$ cat src/include/llcr_defines.vh
// Register offsets, field positions and reset values for the link-layer crypto/test bank
`ifndef LLCR_DEFINES_VH
`define LLCR_DEFINES_VH
`define LLCR_ADDR_W 32
`define LLCR_OFF_PUBPTR 32'h400000b0
`define LLCR_OFF_PRIVPTR 32'h400000b4
`define LLCR_OFF_COUNTS 32'h400000b8
`define LLCR_OFF_CIPHCTL 32'h400000c0
`define LLCR_OFF_KEY0 32'h400000c4
`define LLCR_OFF_KEY1 32'h400000c8
`define LLCR_OFF_KEY2 32'h400000cc
`define LLCR_OFF_KEY3 32'h400000d0
`define LLCR_OFF_BLKPTR 32'h400000d4
`define LLCR_OFF_TXMIC 32'h400000d8
`define LLCR_OFF_RXMIC 32'h400000dc
`define LLCR_OFF_TESTCTL 32'h400000e0
`define LLCR_RESET_WORD 32'h00000000
`define LLCR_RESET_PTR 16'h0000
`define LLCR_RESET_BYTE 8'h00
`define LLCR_RESET_LEN 9'h000
`define LLCR_START_BIT 0
`define LLCR_ENDLESS_RX_BIT 31
`define LLCR_ENDLESS_TX_BIT 15
`define LLCR_LEN_SRC_BIT 14
`define LLCR_SEQ_KIND_BIT 13
`define LLCR_PLD_SRC_BIT 12
`define LLCR_PRBS9_SEED 9'h1ff
`define LLCR_PRBS15_SEED 15'h7fff
`define LLCR_BYTE_ONE 9'h001
`define LLCR_BYTE_ZERO 9'h000
`endif

$ cat src/core/llcr_regs.v
// Link-layer register slice: filter lists, cipher control, RF test payload generation
`timescale 1ns/1ns
`include "llcr_defines.vh"
module llcr_regs #(
  parameter DATA_W = 32,
  parameter LEN_W = 9
)
(
  input wire clk,
  input wire reset,
  input wire clkEn,
  input wire [`LLCR_ADDR_W-1:0] regAddr,
  input wire [DATA_W-1:0] regWrData,
  input wire regWrite,
  input wire regRead,
  output reg [DATA_W-1:0] regRdData,
  output wire [15:0] publicListStart,
  output wire [15:0] privateListStart,
  output wire [7:0] privateEntryCount,
  output wire [7:0] publicEntryCount,
  output wire cipherStart,
  output wire [127:0] cipherKey,
  output wire [15:0] cipherBlockAddr,
  input wire cipherDoneEvent,
  input wire [31:0] transmitMicIn,
  input wire [31:0] receiveMicIn,
  output wire endlessReceive,
  output wire endlessTransmit,
  input wire testMode,
  input wire [LEN_W-1:0] descriptorPayloadLength,
  output wire [LEN_W-1:0] payloadLength,
  input wire payloadStart,
  input wire payloadByteReq,
  input wire [7:0] structByte,
  output reg [7:0] payloadByte_r,
  output reg payloadByteValid_r,
  output wire payloadWrap
);

  reg [15:0] pubPtr_r;
  reg [15:0] privPtr_r;
  reg [7:0] privCnt_r;
  reg [7:0] pubCnt_r;
  reg start_r;
  reg [31:0] key0_r;
  reg [31:0] key1_r;
  reg [31:0] key2_r;
  reg [31:0] key3_r;
  reg [15:0] blkPtr_r;
  reg [31:0] txMic_r;
  reg [31:0] rxMic_r;
  reg endlessRx_r;
  reg endlessTx_r;
  reg lenSrc_r;
  reg seqKind_r;
  reg pldSrc_r;
  reg [LEN_W-1:0] testLen_r;
  reg [8:0] lfsr9_r;
  reg [14:0] lfsr15_r;
  reg [LEN_W-1:0] byteCnt_r;
  reg [DATA_W-1:0] rdNxt;
  reg [8:0] lfsr9Nxt;
  reg [14:0] lfsr15Nxt;
  reg [7:0] prbsByte;
  integer i;

  // Write decode, one helper so every register uses the same compare
  function isWr;
    input [`LLCR_ADDR_W-1:0] a;
    input [`LLCR_ADDR_W-1:0] off;
    begin
      isWr = (a == off);
    end
  endfunction

  // Per-register write strobes
  wire wrPub;
  wire wrPriv;
  wire wrCounts;
  wire wrCtl;
  wire wrKey0;
  wire wrKey1;
  wire wrKey2;
  wire wrKey3;
  wire wrBlk;
  wire wrTest;

  // Hardware event strobe
  wire doneEn;

  // clkEn folded in here so a frozen clock drops writes as well as events
  assign wrPub = clkEn && regWrite && isWr(regAddr, `LLCR_OFF_PUBPTR);
  assign wrPriv = clkEn && regWrite && isWr(regAddr, `LLCR_OFF_PRIVPTR);
  assign wrCounts = clkEn && regWrite && isWr(regAddr, `LLCR_OFF_COUNTS);
  assign wrCtl = clkEn && regWrite && isWr(regAddr, `LLCR_OFF_CIPHCTL);
  assign wrKey0 = clkEn && regWrite && isWr(regAddr, `LLCR_OFF_KEY0);
  assign wrKey1 = clkEn && regWrite && isWr(regAddr, `LLCR_OFF_KEY1);
  assign wrKey2 = clkEn && regWrite && isWr(regAddr, `LLCR_OFF_KEY2);
  assign wrKey3 = clkEn && regWrite && isWr(regAddr, `LLCR_OFF_KEY3);
  assign wrBlk = clkEn && regWrite && isWr(regAddr, `LLCR_OFF_BLKPTR);
  assign wrTest = clkEn && regWrite && isWr(regAddr, `LLCR_OFF_TESTCTL);
  assign doneEn = clkEn && cipherDoneEvent;

  // Filter-list start pointers
  always @(posedge clk or posedge reset)
  begin
    if (reset)
    begin
      pubPtr_r <= `LLCR_RESET_PTR;
      privPtr_r <= `LLCR_RESET_PTR;
    end
    else
    begin
      if (wrPub)
        pubPtr_r <= regWrData[15:0];
      if (wrPriv)
        privPtr_r <= regWrData[15:0];
    end
  end

  // Entry counts share one word, private count on top
  always @(posedge clk or posedge reset)
  begin
    if (reset)
    begin
      privCnt_r <= `LLCR_RESET_BYTE;
      pubCnt_r <= `LLCR_RESET_BYTE;
    end
    else if (wrCounts)
    begin
      privCnt_r <= regWrData[15:8];
      pubCnt_r <= regWrData[7:0];
    end
  end

  // Done event beats a same-cycle write so a finished operation never looks busy
  always @(posedge clk or posedge reset)
  begin
    if (reset)
      start_r <= 1'b0;
    else if (doneEn)
      start_r <= 1'b0;
    else if (wrCtl && regWrData[`LLCR_START_BIT])
      start_r <= 1'b1;
  end

  // Key words, lowest address holds key bits 31..0
  always @(posedge clk or posedge reset)
  begin
    if (reset)
    begin
      key0_r <= `LLCR_RESET_WORD;
      key1_r <= `LLCR_RESET_WORD;
      key2_r <= `LLCR_RESET_WORD;
      key3_r <= `LLCR_RESET_WORD;
    end
    else
    begin
      if (wrKey0)
        key0_r <= regWrData[31:0];
      if (wrKey1)
        key1_r <= regWrData[31:0];
      if (wrKey2)
        key2_r <= regWrData[31:0];
      if (wrKey3)
        key3_r <= regWrData[31:0];
    end
  end

  // Cipher block pointer
  always @(posedge clk or posedge reset)
  begin
    if (reset)
      blkPtr_r <= `LLCR_RESET_PTR;
    else if (wrBlk)
      blkPtr_r <= regWrData[15:0];
  end

  // MIC values are only captured by hardware, writes are ignored
  always @(posedge clk or posedge reset)
  begin
    if (reset)
    begin
      txMic_r <= `LLCR_RESET_WORD;
      rxMic_r <= `LLCR_RESET_WORD;
    end
    else if (doneEn)
    begin
      txMic_r <= transmitMicIn;
      rxMic_r <= receiveMicIn;
    end
  end

  // Endless receive and transmit flags
  always @(posedge clk or posedge reset)
  begin
    if (reset)
    begin
      endlessRx_r <= 1'b0;
      endlessTx_r <= 1'b0;
    end
    else if (wrTest)
    begin
      endlessRx_r <= regWrData[`LLCR_ENDLESS_RX_BIT];
      endlessTx_r <= regWrData[`LLCR_ENDLESS_TX_BIT];
    end
  end

  // Payload selects and test length; only acted on in RF test mode
  always @(posedge clk or posedge reset)
  begin
    if (reset)
    begin
      lenSrc_r <= 1'b0;
      seqKind_r <= 1'b0;
      pldSrc_r <= 1'b0;
      testLen_r <= `LLCR_RESET_LEN;
    end
    else if (wrTest)
    begin
      lenSrc_r <= regWrData[`LLCR_LEN_SRC_BIT];
      seqKind_r <= regWrData[`LLCR_SEQ_KIND_BIT];
      pldSrc_r <= regWrData[`LLCR_PLD_SRC_BIT];
      testLen_r <= regWrData[LEN_W-1:0];
    end
  end

  // Read mux; reserved bits stay zero because only fields are placed
  always @*
  begin
    rdNxt = {DATA_W{1'b0}};
    if (regAddr == `LLCR_OFF_PUBPTR)
      rdNxt[15:0] = pubPtr_r;
    else if (regAddr == `LLCR_OFF_PRIVPTR)
      rdNxt[15:0] = privPtr_r;
    else if (regAddr == `LLCR_OFF_COUNTS)
      rdNxt[15:0] = {privCnt_r, pubCnt_r};
    else if (regAddr == `LLCR_OFF_CIPHCTL)
      rdNxt[`LLCR_START_BIT] = start_r;
    else if (regAddr == `LLCR_OFF_KEY0)
      rdNxt[31:0] = key0_r;
    else if (regAddr == `LLCR_OFF_KEY1)
      rdNxt[31:0] = key1_r;
    else if (regAddr == `LLCR_OFF_KEY2)
      rdNxt[31:0] = key2_r;
    else if (regAddr == `LLCR_OFF_KEY3)
      rdNxt[31:0] = key3_r;
    else if (regAddr == `LLCR_OFF_BLKPTR)
      rdNxt[15:0] = blkPtr_r;
    else if (regAddr == `LLCR_OFF_TXMIC)
      rdNxt[31:0] = txMic_r;
    else if (regAddr == `LLCR_OFF_RXMIC)
      rdNxt[31:0] = rxMic_r;
    else if (regAddr == `LLCR_OFF_TESTCTL)
    begin
      rdNxt[`LLCR_ENDLESS_RX_BIT] = endlessRx_r;
      rdNxt[`LLCR_ENDLESS_TX_BIT] = endlessTx_r;
      rdNxt[`LLCR_LEN_SRC_BIT] = lenSrc_r;
      rdNxt[`LLCR_SEQ_KIND_BIT] = seqKind_r;
      rdNxt[`LLCR_PLD_SRC_BIT] = pldSrc_r;
      rdNxt[LEN_W-1:0] = testLen_r;
    end
  end

  // Read data registered; unmapped addresses read zero
  always @(posedge clk or posedge reset)
  begin
    if (reset)
      regRdData <= {DATA_W{1'b0}};
    else if (clkEn)
    begin
      if (regRead)
        regRdData <= rdNxt;
      else
        regRdData <= {DATA_W{1'b0}}; // Zero outside the slot keeps a shared bus clean
    end
  end

  // Filter-list outputs
  assign publicListStart = pubPtr_r;
  assign privateListStart = privPtr_r;
  assign privateEntryCount = privCnt_r;
  assign publicEntryCount = pubCnt_r;

  // Cipher outputs and endless receive/transmit flags
  assign cipherStart = start_r;
  assign cipherKey = {key3_r, key2_r, key1_r, key0_r};
  assign cipherBlockAddr = blkPtr_r;
  assign endlessReceive = endlessRx_r;
  assign endlessTransmit = endlessTx_r;

  // Length source only switches in test mode; descriptor length otherwise
  assign payloadLength = (testMode && lenSrc_r) ? testLen_r : descriptorPayloadLength;

  // Eight serial steps per byte, LSB first out of each register
  always @*
  begin
    lfsr9Nxt = lfsr9_r;
    lfsr15Nxt = lfsr15_r;
    prbsByte = 8'h00;
    for (i = 0; i < 8; i = i + 1)
    begin
      prbsByte[i] = seqKind_r ? lfsr15Nxt[0] : lfsr9Nxt[0];
      lfsr9Nxt = {lfsr9Nxt[0] ^ lfsr9Nxt[4], lfsr9Nxt[8:1]};
      lfsr15Nxt = {lfsr15Nxt[0] ^ lfsr15Nxt[1] ^ lfsr15Nxt[2] ^ lfsr15Nxt[12]
        ^ lfsr15Nxt[13], lfsr15Nxt[14:1]};
    end
  end

  // Byte counter wraps at the chosen length whether endless tx is set or not
  assign payloadWrap = payloadByteReq && (byteCnt_r + `LLCR_BYTE_ONE >= payloadLength);

  // Generator only advances when its bytes are actually used
  wire prbsSel;
  wire byteTake;
  assign prbsSel = testMode && pldSrc_r;
  assign byteTake = clkEn && payloadByteReq && !payloadStart;

  // Seeds reload at each packet start so every packet opens the same way
  always @(posedge clk or posedge reset)
  begin
    if (reset)
    begin
      lfsr9_r <= `LLCR_PRBS9_SEED;
      lfsr15_r <= `LLCR_PRBS15_SEED;
    end
    else if (clkEn && payloadStart)
    begin
      lfsr9_r <= `LLCR_PRBS9_SEED;
      lfsr15_r <= `LLCR_PRBS15_SEED;
    end
    else if (byteTake && prbsSel)
    begin
      lfsr9_r <= lfsr9Nxt;
      lfsr15_r <= lfsr15Nxt;
    end
  end

  // Pattern repeats at test length in endless mode without PRBS
  always @(posedge clk or posedge reset)
  begin
    if (reset)
      byteCnt_r <= `LLCR_BYTE_ZERO;
    else if (clkEn && payloadStart)
      byteCnt_r <= `LLCR_BYTE_ZERO;
    else if (byteTake && payloadWrap)
      byteCnt_r <= `LLCR_BYTE_ZERO;
    else if (byteTake)
      byteCnt_r <= byteCnt_r + `LLCR_BYTE_ONE;
  end

  // Output byte holds until the next request; valid is a one-cycle pulse
  always @(posedge clk or posedge reset)
  begin
    if (reset)
    begin
      payloadByte_r <= 8'h00;
      payloadByteValid_r <= 1'b0;
    end
    else if (clkEn)
    begin
      payloadByteValid_r <= byteTake;
      if (byteTake)
        payloadByte_r <= prbsSel ? prbsByte : structByte;
    end
  end

endmodule

$ cat config.mk
export PLATFORM = sky130hd
export DESIGN_NAME = llcr_regs
export DESIGN_NICKNAME = d
export VERILOG_FILES = /design/src/core/llcr_regs.v
export VERILOG_INCLUDE_DIRS = /design/src /design/src/include
export SDC_FILE = /design/constraint.sdc
export NUM_CORES = 1
export LEC_CHECK = 0
export BUFFER_PORTS_ARGS = -buffer_cell sky130_fd_sc_hd__buf_2
export CORE_MARGIN = 5
export CORE_UTILIZATION = 54
export CTS_CLUSTER_SIZE = 20
export DETAILED_ROUTE_END_ITERATION = 6
export HOLD_SLACK_MARGIN = 0.05
export PLACE_DENSITY = 0.81
export SLEW_MARGIN = 15
export SYNTH_ARGS = -nofsm -noshare
export SYNTH_HDL_FRONTEND = slang
export SYNTH_SLANG_ARGS = --single-unit
$ cat constraint.sdc
create_clock -name clk -period 11.45 [get_ports clk]
set_clock_uncertainty 0.2 [all_clocks]
set_input_delay 0.5725 -clock clk [delete_from_list [all_inputs] [get_ports clk]]
set_output_delay 0.5725 -clock clk [all_outputs]
set_load 0.02 [all_outputs]
* Word level (Yosys, flattened, before mapping)
Cells that the tools add are included.
Cells by class: add/subtract/negate cells 1, $lt $le $gt $ge 1, equality and inequality tests 12, mux-type cells 43, bitwise gates (word level) 40, reductions and logical operators 26
Operator list (count):
- equality test 32 x 31 -> 1 bit, second input constant | 12
- two-way mux 32 bit | 6
- two-way mux 16 bit | 8
- two-way mux 9 bit | 8
- two-way mux 15 bit | 3
- XOR 1 bit | 40
- two-way mux 31 bit | 1
- logical AND 1 bit | 21
- two-way mux 1 bit | 13
- adder 9 x 1 -> 9 bit, second input constant | 1
- >= comparator 9 bit | 1
- two-way mux 4 bit | 2
- two-way mux 8 bit | 1
- nonzero test 2 bit | 2
- two-way mux 3 bit | 1
- nonzero test 3 bit | 1
- AND reduction 2 bit | 1
- logical NOT 1 bit | 1
Word-level totals: register bits after elaboration 345, bits of input ports 154, output and inout bits 246

* Logic depth before layout (Yosys ltp)
word-level depth 14, gate-level depth with buffers 11, gate-level depth less buffers 10

* Worst setup path after synthesis
OpenSTA, ideal clock, no wires.
kind input-to-output, from in testMode, to out payloadWrap, arrival 2.788 ns, path slack 7.890 ns, cell stages on the path 10, path buffers 0, path through nand2_1 -> mux2_2 -> ha_1 -> nand2b_1 -> a21o_1 -> a21o_1 -> a21o_1 -> a21oi_1 -> nor2_1 -> o21a_1
Between the ends: longest elaborated chain between the ends 4
Ends and longest elaborated chain:
- start: declaration | RTL line llcr_regs.v:29 | input wire testMode,
- logical AND 1 bit | RTL line llcr_regs.v:293 | assign payloadLength = (testMode && lenSrc_r) ? testLen_r : descriptorPayloadLength;
- two-way mux 9 bit | RTL line llcr_regs.v:293
- via payloadLength[0] | RTL line llcr_regs.v:31 | output wire [LEN_W-1:0] payloadLength,
- >= comparator 9 bit | RTL line llcr_regs.v:311 | assign payloadWrap = payloadByteReq && (byteCnt_r + `LLCR_BYTE_ONE >= payloadLength);
- logical AND 1 bit | RTL line llcr_regs.v:311
- end: declaration | RTL line llcr_regs.v:37 | output wire payloadWrap
The timed path passes the listed nets, and every way through them passes these cells.

* Worst setup path after layout
from reg lenSrc_r, to out payloadWrap
Between the ends: longest elaborated chain between the ends 4
Ends and longest elaborated chain:
- start: declaration | RTL line llcr_regs.v:54 | reg lenSrc_r;
- start signal: assignment | RTL line llcr_regs.v:221 | lenSrc_r <= regWrData[`LLCR_LEN_SRC_BIT];
- logical AND 1 bit | RTL line llcr_regs.v:293
- two-way mux 9 bit | RTL line llcr_regs.v:293
- >= comparator 9 bit | RTL line llcr_regs.v:311
- logical AND 1 bit | RTL line llcr_regs.v:311
No other way between the ends.

==> summary.md <==
| Metric | Value |
|---|---|
| P&R area growth vs syn | `22.8%` |
| Sum of routed wire length over all layers | `52000 um` |
| Site row count | `63` |
| Met3 Routed Length | `5700 um` |
| Cell accounting for the most synthesized area | `sky130_fd_sc_hd__dfrtp_1` |
| Register-to-register setup slack | `8280 ps` |
| Count of endpoints failing setup in the final report | `0` |
| HPWL reported at the end of detailed placement | `36600 um` |
| Clk sinks | `345` |
| Count of unique library cells instantiated by Yosys | `63` |
| Clock buffer depth | `3` |
| Endpoint arrival time on the critical path | `3520 ps` |
| Clock tree from TritonCTS | `yes` |
| Count of yosys warnings during synthesis | `0` |
| Hold-fix buffers at CTS | `0` |
| Max transition margin | `0.233` |
| Crit-path cells | `nand2_1 -> mux2_2 -> ha_1 -> nand2b_1 -> a21o_1 -> a21o_1 -> a21o_1 -> a21oi_1 -> nor2_1 -> o21a_1 -> buf_2` |
| DRC errors left | `3` |
| Die area | `33200 um2` |
| Ranking of synthesized cells by instance count | `sky130_fd_sc_hd__dfrtp_1, sky130_fd_sc_hd__mux2_2, sky130_fd_sc_hd__nand2_1` |
| Crit path top cell by count | `sky130_fd_sc_hd__a21o_1` |
| Highest metal layer used by the detailed router | `met5` |
| Initial core utilization | `0.544` |
| Final Hold Violating Endpoints | `0` |
| Clk Latency, worst-skew pair | `510 ps` |
| Average via count per standard cell | `6.23` |
| Class of the most critical setup path | `flip-flop to primary output` |
| Placeable core region | `29400 um2` |
| Setup TNS after final layout | `0 ps` |
| Count of flip-flops with a built-in enable after synthesis | `0` |
| Count of buffers added by post-CTS timing repair for setup | `0` |
| Worst hold path class | `input port to async pin` |
| GPL Wtd Cong | `0.917` |
| Yosys top cell area share | `0.502` |
| Peak clock frequency supported by timing | `233 MHz` |
| Cell Area, Placed | `18300 um2` |
| Number of global-route vias before repair | `13100` |
| Critical register-to-register path startpoint | `lenSrc_r$_DFFE_PP0P_` |
| Highest ir drop seen on vdd | `111 uV` |
| CP Launch Type | `flip-flop` |
| Clock-pin transition on the worst setup and hold timing paths | `60 ps` |
| Initial antenna violation count | `7` |
| Number of slew-limit violations in the final report | `0` |
| CTS H-tree depth | `2` |
| Sum of routed wire segments on met1 | `19200 um` |
| Clock root buffer master | `sky130_fd_sc_hd__clkbuf_16` |
| Number of buffers added by the clock tree synthesis step | `38` |
| # placed instances | `2001` |
| Net count after synthesis | `1436` |
| Final std cell area, no fill | `19600 um2` |
| Status | `finished, violations left` |
| Fill cell instance count of the final layout | `2182` |
| Dominant cells by area after synthesis | `sky130_fd_sc_hd__dfrtp_1, sky130_fd_sc_hd__mux2_2, sky130_fd_sc_hd__dfstp_2` |
| Register bit count reported by yosys | `345` |
| Number of standard cells after synthesis | `1272` |
| Post_cts resized | `0` |
| Net total in the final layout | `1817` |
| Cell area after synthesis | `16000 um2` |
| Highest net fanout along the worst path | `9` |
| Part of the Yosys area used for sequential elements | `0.542` |
| Number of violations reported at the end of detailed-routing iteration 0 | `1307` |
| Ports placed on the boundary | `400` |
| Areal power density over the cells | `140 nW/um2` |
| Static leakage | `10.2 nW` |
| Slew @ Worst Pin | `1150 ps` |
| Kind of end point of the critical path | `primary output` |
| Avg Cell Area, Syn | `12.6 um2` |
| Setup crit start | `lenSrc_r$_DFFE_PP0P_` |
| Number of detailed-route iterations in the first pass | `7` |
| Largest net degree at the start of global routing | `133` |
| Routed WL per cell | `25.1 um` |
| Post-route insts no fill | `2071` |
| # port buffers | `399` |
| Detail Route met2 WL | `24500 um` |
| Violations in the final reports | `design-rule violations` |
| Share of final-layout standard cells stronger than drive strength 1 | `0.483` |
| Most used flip-flop cell after synthesis | `sky130_fd_sc_hd__dfrtp_1` |
| Post-route clock period utilization | `0.374` |
| Cell at the slowest stage of the critical path | `sky130_fd_sc_hd__dfrtp_1` |
| Async set or reset register ratio after synthesis | `1.00` |
| Total global-route track usage | `0.305` |
| Setup repair after global routing missed its margin | `false` |
| Total Power Consumption | `2.75 mW` |
| GR Overflow Total | `0` |
| Wire length of the first global-routing pass | `78900 um` |
| Min Clock Period, post-route | `4290 ps` |
| Max-cap check violation count | `0` |
| CP max stage delay | `460 ps` |
| Number of vias in the routed layout | `12900` |
| Overall die height | `182 um` |
| Most instantiated library cell after synthesis | `sky130_fd_sc_hd__dfrtp_1` |
| Required time at the worst-slack endpoint | `10680 ps` |
| X dimension of the die | `182 um` |
| Number of nets with antenna violations after detailed routing | `0` |
-- metrics by stage --
stage | worst slack [ps] | hold WS (ps) | utilization
final | 7160 | 16.0 | 0.668
after global routing | 7020 | 77.1 | 0.668
after CTS | 7000 | 71.9 | 0.666
after detailed placement | 6480 | 265 | 0.623
after global placement | 6540 | 256 | 0.622
after floorplan | 1150 | 270 | -
-- cells by family (layout without fill, tap and decap cells) --
kind of cell,Yosys count,after routing,share of synthesized area
other cells,0,4,0
flops,345,345,0.542
compound gates,257,257,0.116
xor+xnor,37,37,0.0203
fa+ha+maj,10,10,0.00782
buf+inv,92,497,0.0252
simple gates,229,229,0.0790
mux,302,302,0.210
-- critical path: cells and delay by family (launching register included) --
family / cells / cell delay [ps]
DFF: 1 / 460
and+or+nand+nor: 3 / 710
muxes: 1 / 400
AOI/OAI and AO/OA: 5 / 990
buffers and inverters: 1 / 150
adders and majority gates: 1 / 280
-- cell type report --
class | count | area [um2] | share of cell area
repair buffers | 417 | 2150 | 0.110
well taps | 390 | 488 | 0.0248
inverters | 16 | 67.6 | 0.00344
multi-input cells | 835 | 6970 | 0.355
clock buffers | 55 | 1110 | 0.0563
flip-flops and latches | 345 | 8660 | 0.441
diodes | 4 | 10.0 | 0.000510
clock inverters | 9 | 176 | 0.00898
-- power breakdown --
group	total (mW)	internal (mW)	switching, mW
clock network	1.26	0.780	0.483
registers	1.29	1.26	0.0287
logic	0.196	0.0785	0.117
-- final timing paths --
check | cells past startpoint | endpoint
setup / recovery | 11 | payloadWrap
hold / removal | 2 | regRdData[10]$_DFFE_PP0P_
setup reg to reg | 10 | byteCnt_r[2]$_DFFE_PP0P_
hold reg to reg | 2 | payloadByte_r[7]$_DFFE_PP0P_
max in group asynchronous | 3 | regRdData[27]$_DFFE_PP0P_
min in group clk | 2 | txMic_r[20]$_DFFE_PP0P_
-- cell usage in the layout (no fill, tap or decap), types with 9 or more instances in the layout --
cell and n:
sky130_fd_sc_hd__buf_2 399, sky130_fd_sc_hd__xnor2_1 26, sky130_fd_sc_hd__nor2_1 66, sky130_fd_sc_hd__ha_1 10
sky130_fd_sc_hd__mux2i_1 29, sky130_fd_sc_hd__nand3_1 36, sky130_fd_sc_hd__a21oi_1 47, sky130_fd_sc_hd__a31oi_1 18
sky130_fd_sc_hd__dfrtp_1 321, sky130_fd_sc_hd__a22oi_1 38, sky130_fd_sc_hd__nand2_1 66, sky130_fd_sc_hd__o221a_2 12
sky130_fd_sc_hd__xor2_1 11, sky130_fd_sc_hd__o22a_1 9, sky130_fd_sc_hd__mux2_2 264, sky130_fd_sc_hd__o2bb2ai_1 10
sky130_fd_sc_hd__clkbuf_1 9, sky130_fd_sc_hd__a222oi_1 16, sky130_fd_sc_hd__dfstp_2 24, sky130_fd_sc_hd__mux2_1 9
sky130_fd_sc_hd__clkbuf_16 39, sky130_fd_sc_hd__nor4_4 10, sky130_fd_sc_hd__buf_4 13, sky130_fd_sc_hd__a221oi_1 15
sky130_fd_sc_hd__inv_1 14, sky130_fd_sc_hd__o21ai_0 54
-- state kept, by name (all words and copies together), names as in the netlist, 15 cells and up --
name              count
key0_r               32
privateListStart     16
key1_r               32
rxMic_r              32
cipherBlockAddr      16
key2_r               32
key3_r               32
regRdData            32
txMic_r              32
publicListStart      16
lfsr15_r             15
-- layer usage --
layer / GRT usage / vias up
met5: 0 / -
met4: 0.130 / 6
met3: 0.0923 / 156
met2: 0.487 / 758
met1: 0.389 / 6513
li1: - / 5474
Note: power is estimated with default switching activity, not from simulation.
